$ cat config.mk
export PLATFORM = sky130hd
export DESIGN_NAME = frx_status_counters
export DESIGN_NICKNAME = d
export VERILOG_FILES = /design/src/core/frx_pkg.sv /design/src/core/frx_event_counter.sv /design/src/core/frx_code_reset.sv /design/src/core/frx_status_counters.sv
export SDC_FILE = /design/constraint.sdc
export NUM_CORES = 1
export LEC_CHECK = 0
export BUFFER_PORTS_ARGS = -buffer_cell sky130_fd_sc_hd__buf_2
export CAP_MARGIN = 20
export CORE_UTILIZATION = 60
export DETAILED_ROUTE_END_ITERATION = 16
export PLACE_DENSITY = 0.81
export SYNTH_ARGS = -nofsm -noshare
export SYNTH_HDL_FRONTEND = slang
export SYNTH_HIERARCHICAL = 1
export SYNTH_SLANG_ARGS = --single-unit
$ cat constraint.sdc
create_clock -name clk -period 13.3 [get_ports clk]
set_clock_uncertainty 0.15 [all_clocks]
set_input_delay 0.665 -clock clk [delete_from_list [all_inputs] [get_ports clk]]
set_output_delay 0.665 -clock clk [all_outputs]
set_load 0.01 [all_outputs]
$ cat src/core/frx_pkg.sv
// Shared constants for the receive status and counter register group
package frx_pkg;
	localparam int CLK_PERIOD_PS = 5000;
	localparam int CODE_RESET_US = 250;
	localparam int CODE_RESET_CYCLES = CODE_RESET_US * 1000000 / CLK_PERIOD_PS;
	localparam int CNT_WIDTH = 16;
	localparam int SEARCH_WIDTH = 6;
	localparam int SF_FS_BITS = 6;
	localparam logic [7:0] IDX_SIG_FIRST = 8'h40;
	localparam logic [7:0] IDX_SIG_LAST = 8'h4F;
	localparam logic [7:0] IDX_LINE_HI = 8'h50;
	localparam logic [7:0] IDX_LINE_LO = 8'h51;
	localparam logic [7:0] IDX_PATH_HI = 8'h52;
	localparam logic [7:0] IDX_PATH_LO = 8'h53;
	localparam logic [7:0] IDX_SYNC_HI = 8'h54;
	localparam logic [7:0] IDX_SYNC_LO = 8'h55;
	localparam logic [7:0] IDX_FAR_HI = 8'h56;
	localparam logic [7:0] IDX_FAR_LO = 8'h57;
	localparam logic [7:0] IDX_MONITOR = 8'h60;
	localparam logic [7:0] IDX_FW_REV = 8'h61;
	localparam logic [7:0] IDX_LINK = 8'h62;
	localparam logic [7:0] IDX_CODE = 8'h63;
	localparam logic [7:0] IDX_SLC1 = 8'h64;
	localparam logic [7:0] IDX_SLC2 = 8'h65;
	localparam logic [7:0] IDX_SLC3 = 8'h66;
	localparam logic [7:0] IDX_CFG = 8'h70;
	localparam logic [7:0] IDX_MON_SEL = 8'h71;
	localparam logic [7:0] IDX_CODE_CTRL = 8'h72;
	localparam int CFG_E1_BIT = 0;
	localparam int CFG_ESF_BIT = 1;
	localparam int CFG_CRC_BIT = 3;
	localparam int CODE_RESET_BIT = 7;
	localparam logic [7:0] CFG_RESET = 8'h00;
	localparam logic [4:0] MON_SEL_RESET = 5'h00;
	localparam logic [3:0] FILTER_RESET = 4'h0;
	localparam logic [7:0] FW_REV_DEFAULT = 8'h01;
endpackage

$ cat src/core/frx_event_counter.sv
// Event counter with clear and optional saturation
module frx_event_counter
	import frx_pkg::*;
#(
	parameter int WIDTH = CNT_WIDTH,
	parameter bit SATURATE = 1'b1
)
(
	input wire logic clk,
	input wire logic rstN,
	input wire logic inc,
	input wire logic clear,
	output logic [WIDTH-1:0] count
);
	typedef struct packed {
		logic [WIDTH-1:0] cnt;
	} frx_cnt_t;

	frx_cnt_t st_reg;
	frx_cnt_t st_next;

	always_comb
	begin
		st_next = st_reg;
		if (clear)
			st_next.cnt = '0;
		else if (inc && !(SATURATE && (&st_reg.cnt)))
			st_next.cnt = st_reg.cnt + 1'b1;
	end

	always_ff @(posedge clk or negedge rstN)
	begin
		if (!rstN)
			st_reg <= '0;
		else
			st_reg <= st_next;
	end

	assign count = st_reg.cnt;
endmodule

$ cat src/core/frx_code_reset.sv
// Self-clearing reset of the code detector with deferred filter settings
module frx_code_reset
	import frx_pkg::*;
#(
	parameter int CYCLES = CODE_RESET_CYCLES
)
(
	input wire logic clk,
	input wire logic rstN,
	input wire logic start,
	input wire logic [3:0] filterPending,
	output logic busy,
	output logic [3:0] filterApplied
);
	localparam int CW = $clog2(CYCLES + 1);

	typedef enum logic [0:0] {
		CR_IDLE = 1'b0,
		CR_RUN = 1'b1
	} frx_cr_state_t;

	typedef struct packed {
		frx_cr_state_t state;
		logic [CW-1:0] cnt;
		logic [3:0] filter;
	} frx_cr_t;

	frx_cr_t st_reg;
	frx_cr_t st_next;

	always_comb
	begin
		st_next = st_reg;
		case (st_reg.state)
			CR_IDLE:
			begin
				if (start)
				begin
					st_next.state = CR_RUN;
					st_next.cnt = CW'(CYCLES - 1);
				end
			end
			CR_RUN:
			begin
				if (st_reg.cnt == '0)
				begin
					st_next.state = CR_IDLE;
					st_next.filter = filterPending;
				end
				else
					st_next.cnt = st_reg.cnt - 1'b1;
			end
			default: st_next.state = CR_IDLE;
		endcase
	end

	always_ff @(posedge clk or negedge rstN)
	begin
		if (!rstN)
			st_reg <= '{state: CR_IDLE, cnt: '0, filter: FILTER_RESET};
		else
			st_reg <= st_next;
	end

	assign busy = (st_reg.state == CR_RUN);
	assign filterApplied = st_reg.filter;
endmodule

$ cat src/core/frx_status_counters.sv
// Receive status and performance counter register group, APB slave
// What this block does
// - Extended superframe keeps four signaling bits per channel, superframe only A and B.
// - In superframe mode received A and B are copied into C and D.
// - Signaling registers freeze while frame sync is lost.
// - Line error count is 16 bits, upper byte at lower address.
// - Path error count is 16 bits, upper then lower byte.
// - Sync loss frame count is 16 bits, upper byte first.
// - Far error count runs in E1 only, upper byte first.
// - Selected timeslot byte shown with first received bit at bit 7.
// - E1 mode reads a fixed firmware revision byte.
// - Shared address is link byte in T1, real-time sync status in E1.
// - Search counter counts search timeouts, clears on CRC level sync.
// - Writing the CRC mode enable bit to zero clears the search counter.
// - Search counter is 6 bits, saturates; bits 5..2 and 0 visible.
// - Bits 2..0 flag CRC, signaling and frame alignment searches.
// - Last validated 6-bit code sits in bits 5..0, upper bits zero.
// - Link byte carries link or Fs bits, first received in bit 0.
// - Superframe link byte loads six Fs bits at multiframe boundaries.
// - T1 three registers show loop carrier link fields.
// - E1 first of them shows the align frame byte.
// - Code logic reset self clears within 250us; filters apply afterwards.
//
// Decided for this implementation: the APB interface to the registers.
module frx_status_counters
	import frx_pkg::*;
#(
	parameter int CODE_RESET_CNT = CODE_RESET_CYCLES,
	parameter logic [7:0] FW_REV = FW_REV_DEFAULT // Arbitrary value
)
(
	input wire logic clk,
	input wire logic rst_n,
	input wire logic psel,
	input wire logic penable,
	input wire logic pwrite,
	input wire logic [11:0] paddr,
	input wire logic [31:0] pwdata,
	output logic [31:0] prdata,
	output logic pready,
	output logic pslverr,
	input wire logic frameSyncLost,
	input wire logic sigValid,
	input wire logic [4:0] sigChannel,
	input wire logic [3:0] sigBits,
	input wire logic lineErrEvent,
	input wire logic pathErrEvent,
	input wire logic syncLossFrameEvent,
	input wire logic farErrorEvent,
	input wire logic slotValid,
	input wire logic [4:0] slotNumber,
	input wire logic [7:0] slotByte,
	input wire logic linkBitValid,
	input wire logic linkBit,
	input wire logic mfBoundary,
	input wire logic crcSearchTimeout,
	input wire logic crcSyncAchieved,
	input wire logic crcMfSearching,
	input wire logic signalingMfSearching,
	input wire logic frameAlignSearching,
	input wire logic codeValid,
	input wire logic [5:0] codeWord,
	input wire logic slcValid,
	input wire logic [23:0] slcBits,
	input wire logic alignValid,
	input wire logic [7:0] alignByte,
	output logic e1Mode,
	output logic esfMode,
	output logic crcModeEnable,
	output logic [4:0] monitorChannelSelect,
	output logic codeLogicReset,
	output logic [3:0] codeFilterSetting
);
	typedef struct packed {
		logic [7:0] cfg;
		logic [4:0] monSel;
		logic [3:0] filter;
		logic [5:0] rxCodeWord;
		logic [7:0] monByte;
		logic [7:0] rxLinkByte;
		logic [7:0] linkShift;
		logic [2:0] linkCnt;
		logic [23:0] slc;
		logic [7:0] align;
		logic [15:0][7:0] sig;
		logic [31:0] rdata;
	} frx_state_t;

	frx_state_t st_reg;
	frx_state_t st_next;
	logic [1:0] rstSync_reg;
	logic rstN;
	logic [15:0] lineCount;
	logic [15:0] pathCount;
	logic [15:0] syncCount;
	logic [15:0] farCount;
	logic [5:0] searchCount;
	logic wrAccess;
	logic rdSetup;
	logic [7:0] idx;
	logic mapped;
	logic searchClear;
	logic codeStart;
	logic [3:0] sigNibble;
	logic [4:0] sigPos;
	logic [7:0] linkTmp;

	////////////////////////////////////////////////////////////////
	// Reset release through two flops
	always_ff @(posedge clk or negedge rst_n)
	begin
		if (!rst_n)
			rstSync_reg <= 2'b00;
		else
			rstSync_reg <= {rstSync_reg[0], 1'b1};
	end
	assign rstN = rstSync_reg[1];

	// Register index and nibble half for a signaling channel
	function automatic logic [4:0] sig_pos(input logic e1, input logic [4:0] ch);
		logic [4:0] p;
		p = 5'h00;
		if (e1)
			p = (ch <= 5'd15) ? {ch[3:0], 1'b1} : {4'(ch - 5'd15), 1'b0};
		else
			p = (ch <= 5'd12) ? {4'(ch - 5'd1), 1'b1} : {4'(ch - 5'd13), 1'b0};
		return p;
	endfunction

	function automatic logic is_mapped(input logic [7:0] a);
		return (a >= IDX_SIG_FIRST && a <= IDX_FAR_LO)
			|| (a >= IDX_MONITOR && a <= IDX_SLC3)
			|| (a >= IDX_CFG && a <= IDX_CODE_CTRL);
	endfunction

	////////////////////////////////////////////////////////////////
	// APB decode; zero wait states
	assign idx = paddr[9:2];
	assign mapped = is_mapped(idx) && paddr[11:10] == 2'b00;
	assign wrAccess = psel && penable && pwrite && mapped;
	assign rdSetup = psel && !penable && !pwrite;
	assign pready = 1'b1;
	assign pslverr = psel && penable && !mapped;
	assign searchClear = crcSyncAchieved
		|| (wrAccess && idx == IDX_CFG && !pwdata[CFG_CRC_BIT]);
	assign codeStart = wrAccess && idx == IDX_CODE_CTRL && pwdata[CODE_RESET_BIT]
		&& !codeLogicReset;

	////////////////////////////////////////////////////////////////
	// Counters; host writes never reach them, except a CFG write with the CRC bit zero, which clears the search counter
	frx_event_counter #(.WIDTH(CNT_WIDTH), .SATURATE(1'b1)) u_line (
		.clk(clk), .rstN(rstN), .inc(lineErrEvent), .clear(1'b0),
		.count(lineCount));
	frx_event_counter #(.WIDTH(CNT_WIDTH), .SATURATE(1'b1)) u_path (
		.clk(clk), .rstN(rstN), .inc(pathErrEvent), .clear(1'b0), .count(pathCount));
	frx_event_counter #(.WIDTH(CNT_WIDTH), .SATURATE(1'b1)) u_sync (
		.clk(clk), .rstN(rstN), .inc(syncLossFrameEvent), .clear(1'b0),
		.count(syncCount));
	frx_event_counter #(.WIDTH(CNT_WIDTH), .SATURATE(1'b1)) u_far (
		.clk(clk), .rstN(rstN), .inc(farErrorEvent && e1Mode), .clear(1'b0),
		.count(farCount));
	frx_event_counter #(.WIDTH(SEARCH_WIDTH), .SATURATE(1'b1)) u_search (
		.clk(clk), .rstN(rstN), .inc(crcSearchTimeout && crcModeEnable),
		.clear(searchClear), .count(searchCount));

	frx_code_reset #(.CYCLES(CODE_RESET_CNT)) u_code_reset (
		.clk(clk),
		.rstN(rstN),
		.start(codeStart),
		.filterPending(st_reg.filter),
		.busy(codeLogicReset),
		.filterApplied(codeFilterSetting)
	);

	assign e1Mode = st_reg.cfg[CFG_E1_BIT];
	assign esfMode = st_reg.cfg[CFG_ESF_BIT];
	assign crcModeEnable = st_reg.cfg[CFG_CRC_BIT];
	assign monitorChannelSelect = st_reg.monSel;
	assign prdata = st_reg.rdata;

	////////////////////////////////////////////////////////////////
	always_comb
	begin
		st_next = st_reg;
		// Signaling capture, superframe copies A/B into C/D
		sigNibble = (!e1Mode && !esfMode)
			? {sigBits[3:2], sigBits[3:2]} : sigBits;
		sigPos = sig_pos(e1Mode, sigChannel);
		if (sigValid && !frameSyncLost)
		begin
			if (sigPos[0])
				st_next.sig[sigPos[4:1]][7:4] = sigNibble;
			else
				st_next.sig[sigPos[4:1]][3:0] = sigNibble;
		end
		if (slotValid && slotNumber == st_reg.monSel)
			st_next.monByte = slotByte;
		// Link bits: first received lands in bit 0
		linkTmp = st_reg.linkShift;
		if (linkBitValid)
		begin
			linkTmp[st_reg.linkCnt] = linkBit;
			st_next.linkShift = linkTmp;
			st_next.linkCnt = st_reg.linkCnt + 3'd1;
			if (esfMode && st_reg.linkCnt == 3'd7)
				st_next.rxLinkByte = linkTmp;
		end
		if (!esfMode && mfBoundary)
		begin
			st_next.rxLinkByte = {2'b00, linkTmp[SF_FS_BITS-1:0]};
			st_next.linkCnt = 3'd0;
		end
		if (codeLogicReset)
			st_next.rxCodeWord = 6'h00;
		else if (codeValid)
			st_next.rxCodeWord = codeWord;
		if (slcValid)
			st_next.slc = slcBits;
		if (alignValid)
			st_next.align = alignByte;
		// Host writes: only control registers are writable
		if (wrAccess)
		begin
			case (idx)
				IDX_CFG: st_next.cfg = pwdata[7:0] & 8'h0B;
				IDX_MON_SEL: st_next.monSel = pwdata[4:0];
				IDX_CODE_CTRL: st_next.filter = {pwdata[5:4], pwdata[2:1]};
				default: st_next.cfg = st_reg.cfg;
			endcase
		end
		// Read data sampled in the setup cycle
		if (rdSetup)
		begin
			st_next.rdata = 32'h0000_0000;
			if (idx >= IDX_SIG_FIRST && idx <= IDX_SIG_LAST)
				st_next.rdata[7:0] = st_reg.sig[idx[3:0]];
			else
			begin
				case (idx)
					IDX_LINE_HI: st_next.rdata[7:0] = lineCount[15:8];
					IDX_LINE_LO: st_next.rdata[7:0] = lineCount[7:0];
					IDX_PATH_HI: st_next.rdata[7:0] = pathCount[15:8];
					IDX_PATH_LO: st_next.rdata[7:0] = pathCount[7:0];
					IDX_SYNC_HI: st_next.rdata[7:0] = syncCount[15:8];
					IDX_SYNC_LO: st_next.rdata[7:0] = syncCount[7:0];
					IDX_FAR_HI: st_next.rdata[7:0] = farCount[15:8];
					IDX_FAR_LO: st_next.rdata[7:0] = farCount[7:0];
					IDX_MONITOR: st_next.rdata[7:0] = st_reg.monByte;
					IDX_FW_REV: st_next.rdata[7:0] = e1Mode ? FW_REV : 8'h00;
					IDX_LINK: st_next.rdata[7:0] = e1Mode
						? {searchCount[5:2], searchCount[0], crcMfSearching,
							signalingMfSearching, frameAlignSearching}
						: st_reg.rxLinkByte;
					IDX_CODE: st_next.rdata[7:0] = {2'b00, st_reg.rxCodeWord};
					IDX_SLC1: st_next.rdata[7:0] = e1Mode ? st_reg.align : st_reg.slc[7:0];
					IDX_SLC2: st_next.rdata[7:0] = e1Mode ? 8'h00 : st_reg.slc[15:8];
					IDX_SLC3: st_next.rdata[7:0] = e1Mode ? 8'h00 : st_reg.slc[23:16];
					IDX_CFG: st_next.rdata[7:0] = st_reg.cfg;
					IDX_MON_SEL: st_next.rdata[7:0] = {3'b000, st_reg.monSel};
					IDX_CODE_CTRL: st_next.rdata[7:0] = {codeLogicReset, 1'b0,
						st_reg.filter[3:2], 1'b0, st_reg.filter[1:0], 1'b0};
					default: st_next.rdata = 32'h0000_0000;
				endcase
			end
		end
	end

	always_ff @(posedge clk or negedge rstN)
	begin
		if (!rstN)
		begin
			st_reg <= '0;
			st_reg.cfg <= CFG_RESET;
			st_reg.monSel <= MON_SEL_RESET;
			st_reg.filter <= FILTER_RESET;
		end
		else
			st_reg <= st_next;
	end
endmodule

* Word level (Yosys, flattened, before mapping)
Index checks and enable logic that the tools add are counted.
Cells by class: $add $sub $neg 10, $lt $le $gt $ge 14, eq/ne operators 22, mux-type cells 36, bitwise gates (word level) 1, reductions and logical operators 63
Operator list (count):
- bitwise mux 128 bit | 2
- == test 8 x 7 -> 1 bit (second input constant) | 18
- one-hot mux 8 bit (18 select lines) | 1
- 2-to-1 mux 128 bit | 1
- 2-to-1 mux 8 bit | 9
- adder 16 x 1 -> 16 bit (second input constant) | 4
- demux 8 bit (select 4 bit) | 2
- AND reduction 16 bit | 4
- one-hot mux 17 bit (2 select lines) | 1
- binary-select mux 8 bit (select 4 bit) | 1
- less-or-equal comparator 8 x 7 -> 1 bit (second input constant) | 4
- logical AND 1 bit | 30
- 2-to-1 mux 6 bit | 5
- greater-or-equal comparator 8 x 7 -> 1 bit (second input constant) | 3
- 2-to-1 mux 19 bit | 1
- 2-to-1 mux 17 bit | 1
- zero test 16 bit | 1
- 2-to-1 mux 16 bit | 1
- subtractor 16 x 1 -> 16 bit (second input constant) | 1
- 2-to-1 mux 5 bit | 3
- zero test 1 bit | 13
- AND reduction 2 bit | 6
- less-or-equal comparator 5 x 4 -> 1 bit (second input constant) | 2
- < comparator 4 x 5 -> 1 bit (second input constant) | 2
- other kinds (21) | 30
Word-level totals: flip-flop bits (word level) 306, input bits 127, output and inout bits 47, word-level logic and storage cells 182

* Logic depth before layout (Yosys ltp)
word-level depth 11, gate-level depth with buffers 13, depth with buffers taken out 11

* Hierarchy
The synthesis kept the hierarchy.
Modules (own cells, without submodules):
- frx_status_counters | times used 1, cells an instance 967, area an instance 11813.8 sq um, seq. area each 5380.2 sq um
- frx_event_counter (u_far ...) | times used 4, cells an instance 95, area an instance 919.6 sq um, seq. area each 400.4 sq um
- frx_code_reset | times used 1, cells an instance 112, area an instance 1154.9 sq um, seq. area each 525.5 sq um
- frx_event_counter (u_search) | times used 1, cells an instance 40, area an instance 380.4 sq um, seq. area each 150.1 sq um

* Worst setup path after synthesis
OpenSTA, ideal clock, no wires.
kind in2reg, start point in sigChannel[0], end point reg st_reg[116] in the netlist's numbering, library setup time 0.125 ns, data arrival time 2.863 ns, data required time 13.025 ns, path slack 10.162 ns, cell stages on the path 13, buffers on the path 2, cell sequence buf_4 inv_1 ha_1 inv_1 a31oi_1 ha_1 xor2_1 nor2_1 a21o_1 buf_2 nor3_1 nand2_1 mux2_2
Between the ends: cells in the longest elaborated chain, start to end 9
RTL lines:
- start: declaration | line frx_status_counters.sv:44 | input wire logic [4:0] sigChannel,
- subtractor 4 bit, or another cell as far along | line frx_status_counters.sv:126 | p = (ch <= 5'd12) ? {4'(ch - 5'd1), 1'b1} : {4'(ch - 5'd13), 1'b0};
- 2-to-1 mux 5 bit (on tied branches) | line frx_status_counters.sv:126, frx_status_counters.sv:124
- 2-to-1 mux 5 bit * | line frx_status_counters.sv:123 | if (e1)
- < comparator 4 x 5 -> 1 bit (not written as such) / greater-or-equal comparator 4 x 1 -> 1 bit (equally long branches) | line frx_status_counters.sv:192 | st_next.sig[sigPos[4:1]][7:4] = sigNibble;
- logical AND 1 bit (not written as such) | line frx_status_counters.sv:192
- 2-to-1 mux 8 bit (not written as such) | line frx_status_counters.sv:192
- demux 8 bit (select 4 bit) | line frx_status_counters.sv:192
- bitwise mux 128 bit | line frx_status_counters.sv:192
- 2-to-1 mux 128 bit * | line frx_status_counters.sv:191 | if (sigPos[0])
- end signal: assignment | line frx_status_counters.sv:278 | st_reg <= st_next;
- end: declaration | line frx_status_counters.sv:89 | frx_state_t st_reg;
Every way passes the cells marked *; elsewhere a longest branch is shown, timed or not. A chain may end at the register's enable or synchronous reset.

* Final worst setup path
start point in paddr[3], end point out pslverr
Between the ends: cells in the longest elaborated chain, start to end 7
RTL lines:
- start: declaration | line frx_status_counters.sv:37 | input wire logic [11:0] paddr,
- greater-or-equal comparator 8 x 7 -> 1 bit, or another cell as far along | line frx_status_counters.sv:131 | return (a >= IDX_SIG_FIRST && a <= IDX_FAR_LO)
- logical AND 1 bit (on tied branches) | line frx_status_counters.sv:131, frx_status_counters.sv:132
- logical OR 1 bit | line frx_status_counters.sv:132 | || (a >= IDX_MONITOR && a <= IDX_SLC3)
- logical OR 1 bit * | line frx_status_counters.sv:133 | || (a >= IDX_CFG && a <= IDX_CODE_CTRL);
- logical AND 1 bit * | line frx_status_counters.sv:139 | assign mapped = is_mapped(idx) && paddr[11:10] == 2'b00;
- zero test 1 bit * | line frx_status_counters.sv:143 | assign pslverr = psel && penable && !mapped;
- logical AND 1 bit * | line frx_status_counters.sv:143
- end: declaration | line frx_status_counters.sv:41 | output logic pslverr,
Marks and branches as above.

==> results.yml <==
clocking:
  worstSkewPairLatency_ns: 0.52
  clock_path_buffers: 3
  cts_made_buffers: 34
  cts_tree: "yes"
  clkTransAtPathRegs_ns: 0.06
  cts_resized: 0
  clock_sinks: 306
  htreeDepth: 2
  cts_setup_buffers: 0
  cts_root_buffer: "clkbuf_16"
yosys:
  ys_warn_count: 6
  ys_seq_area_frac: 0.450
  synth-seq-cells: 306
  synth-xor-area-share: 0.00713
  synthTopCellsByArea: "dfrtp_1 45%, mux2_2 13%, mux4_2 4.4%, mux2i_1 2.6%, buf_4 2.0%"
  yosysTopAreaCell: "dfrtp_1"
  synthMuxAreaShare: 0.215
  synth_top_cell_area_share: 0.450
  synth-simple-area-share: 0.169
  synthAdderAreaFrac: 0.00882
  synth_cells: 1499
  synth-main-ff-cell: "dfrtp_1"
  synth_top_family_by_area: "multiplexers"
  syn_area_mm2: 0.0170
  synth_compound_area_frac: 0.105
  synth_cell_types: 101
  synthArstFlopShare: 1.00
  synth-edff-count: 0
  syn_area_per_cell_um2: 11.4
placed_design:
  gp_routability_congestion: 0.973
  dp_hpwl_um: 29800
  dp_slack_ns: 9.46
  io_buffer_count: 121
detailed_routing:
  ant_nets: 0
  drtPass1Iterations: 6
  drc: 0
  wl_per_cell_um: 21.8
  vias: 12800
  vias_per_cell: 6.48
  drtIter0Drc: 1296
  routed_wl_um: 43200
finish:
  seqCellArea_mm2: 0.00766
  largest_reg_flops: 197
  drive_gt1_frac: 0.321
  syn_to_final_growth_pct: 10.4
  multiInputGateArea_mm2: 0.00870
  layout_common_cells: "304 x dfrtp_1, 195 x mux2_2, 120 x buf_2"
  finalNetCount: 1714
  nFillCells: 2015
  final_common_cell: "dfrtp_1"
critical_path:
  critPathCaptureType: "primary output"
  crit_arrival_ns: 2.71
  startpoint_type: "primary input"
  cp_common_cell: "buf_2"
  crit_chain: "buf_2 -> buf_4 -> and2_1 -> o21ai_0 -> nor2_1 -> o22ai_1 -> a21oi_1 -> buf_2"
  critPathMaxFanout: 52
  cp.required_ns: 12.48
  crit_type: "primary input to primary output"
  slowest_stage: "and2_1"
  worst_path_largest_cell_delay_ns: 0.61
hold_path:
  hold_class: "register to async pin"
grt:
  antenna_found_initial: 2
  grt_pass1_vias: 12800
  grtUsageTotal: 0.306
  grt_max_degree: 189
  grt_pass1_wl_um: 68900
  grt_overflow: 0
die:
  num_io_pins: 174
  start_util: 0.611
  die_w_um: 170
  coreArea_mm2: 0.0279
  fp.dieArea_mm2: 0.0291
  rows: 61
  die_y_um: 170
timing:
  final-hold-violation-count: 0
  worstMarginPinSlew_ns: 1.04
  fin_setup_tns_ns: 0
  min_period_ns: 3.53
  max_freq_ghz: 0.283
  setup_violations: 0
  rsz0062_at_grt: "false"
  finalCritPeriodShare: 0.265
  drv_slew: 0
  fin_ws_ns: 9.77
  relSlewSlack: 0.309
pwr:
  ir_drop_mv: 0.163
  power.leakage_nw: 8.21
  p_per_area_mw_per_mm2: 129
run_status:
  status: "complete, no violations"
run:
  drv_cap: 0
worst max-delay path: cells and delay by family:
kind            cells  cell delay (ns)
compound gates      3             0.46
buf+inv             3             0.83
simple gates        2             0.74
worst paths after layout:
check	slack, ns	end	from	cells past startpoint
hold / removal	0.19	st_reg[158]	rstSync_reg[1]	0
hold reg to reg	0.19	st_reg[158]	rstSync_reg[1]	0
max in group asynchronous	11.32	e1Mode	rstSync_reg[1]	1
min in group clk	0.20	rstSync_reg[1]	rstSync_reg[0]	0
setup / recovery	9.77	pslverr	paddr[3]	8
setup reg to reg	10.44	st_reg[86]	e1Mode	6
cells in the mapped netlist, types with 13 or more instances:
| master | instances |
|---|---|
| or4_1 | 15 |
| nand2b_1 | 22 |
| nand2_1 | 79 |
| a21oi_1 | 42 |
| a31oi_1 | 34 |
| and2_1 | 20 |
| dfrtp_1 | 306 |
| nor4_1 | 13 |
| buf_4 | 46 |
| mux2i_1 | 45 |
| mux2_4 | 16 |
| or3_1 | 20 |
| buf_2 | 19 |
| o21ai_0 | 46 |
| o31ai_1 | 13 |
| nor2b_1 | 28 |
| nor3_1 | 31 |
| nand3_1 | 52 |
| mux4_2 | 33 |
| nor2_1 | 81 |
| mux2_2 | 195 |
| clkbuf_1 | 49 |
| a22oi_1 | 20 |
| inv_1 | 22 |
kinds of logic after synthesis:
| logic type | Yosys count |
|---|---|
| AO/OA/AOI/OAI | 252 |
| XOR/XNOR | 13 |
| adder cells (fa/ha/maj) | 12 |
| buffers and inverters | 146 |
| flip-flops | 306 |
| multiplexers | 292 |
| other | 2 |
| AND/OR/NAND/NOR | 476 |
layout make-up:
class                           count  share of cell area
Antenna cell                        2            0.000266
Clock buffer                       49              0.0537
Clock inverter                     12             0.00706
Inverter                           23             0.00459
Multi-Input combinational cell   1075               0.463
Sequential cell                   306               0.408
Tap cell                          378              0.0252
Timing Repair Buffer              135              0.0387
through the flow:
step	hold slack, ns	power, mW	cells	area, µm²	util
2_1_floorplan	0.181	1.39	1527	17100	-
3_3_place_gp	0.186	1.46	1915	17600	0.633
3_5_place_dp	0.185	1.49	1915	17600	0.633
4_1_cts	0.198	2.44	1977	18800	0.674
5_1_grt	0.222	2.52	1978	18800	0.675
6_report	0.190	2.43	1980	18800	0.675
routing by layer:
layer / GRT usage / wire [µm] / vias up
li1: - / - / 5682
met1: 0.402 / 17800 / 6457
met2: 0.511 / 21200 / 561
met3: 0.0444 / 2610 / 127
met4: 0.123 / 1660 / 2
met5: 0 / 13 / -
where the power goes:
group	switching, mW	total, mW	internal [mW]	leakage (nW)
Clock	0.378	0.947	0.569	0.569
Combinational	0.161	0.343	0.182	3.65
Sequential	0.0776	1.14	1.06	3.99
repair_timing:
action                     4_1_cts  5_1_grt
hold endpoints to repair         2        0
setup endpoints to repair        0        0
hold buffers                     1        0
No activity file was read; power rests on OpenSTA's default activity.
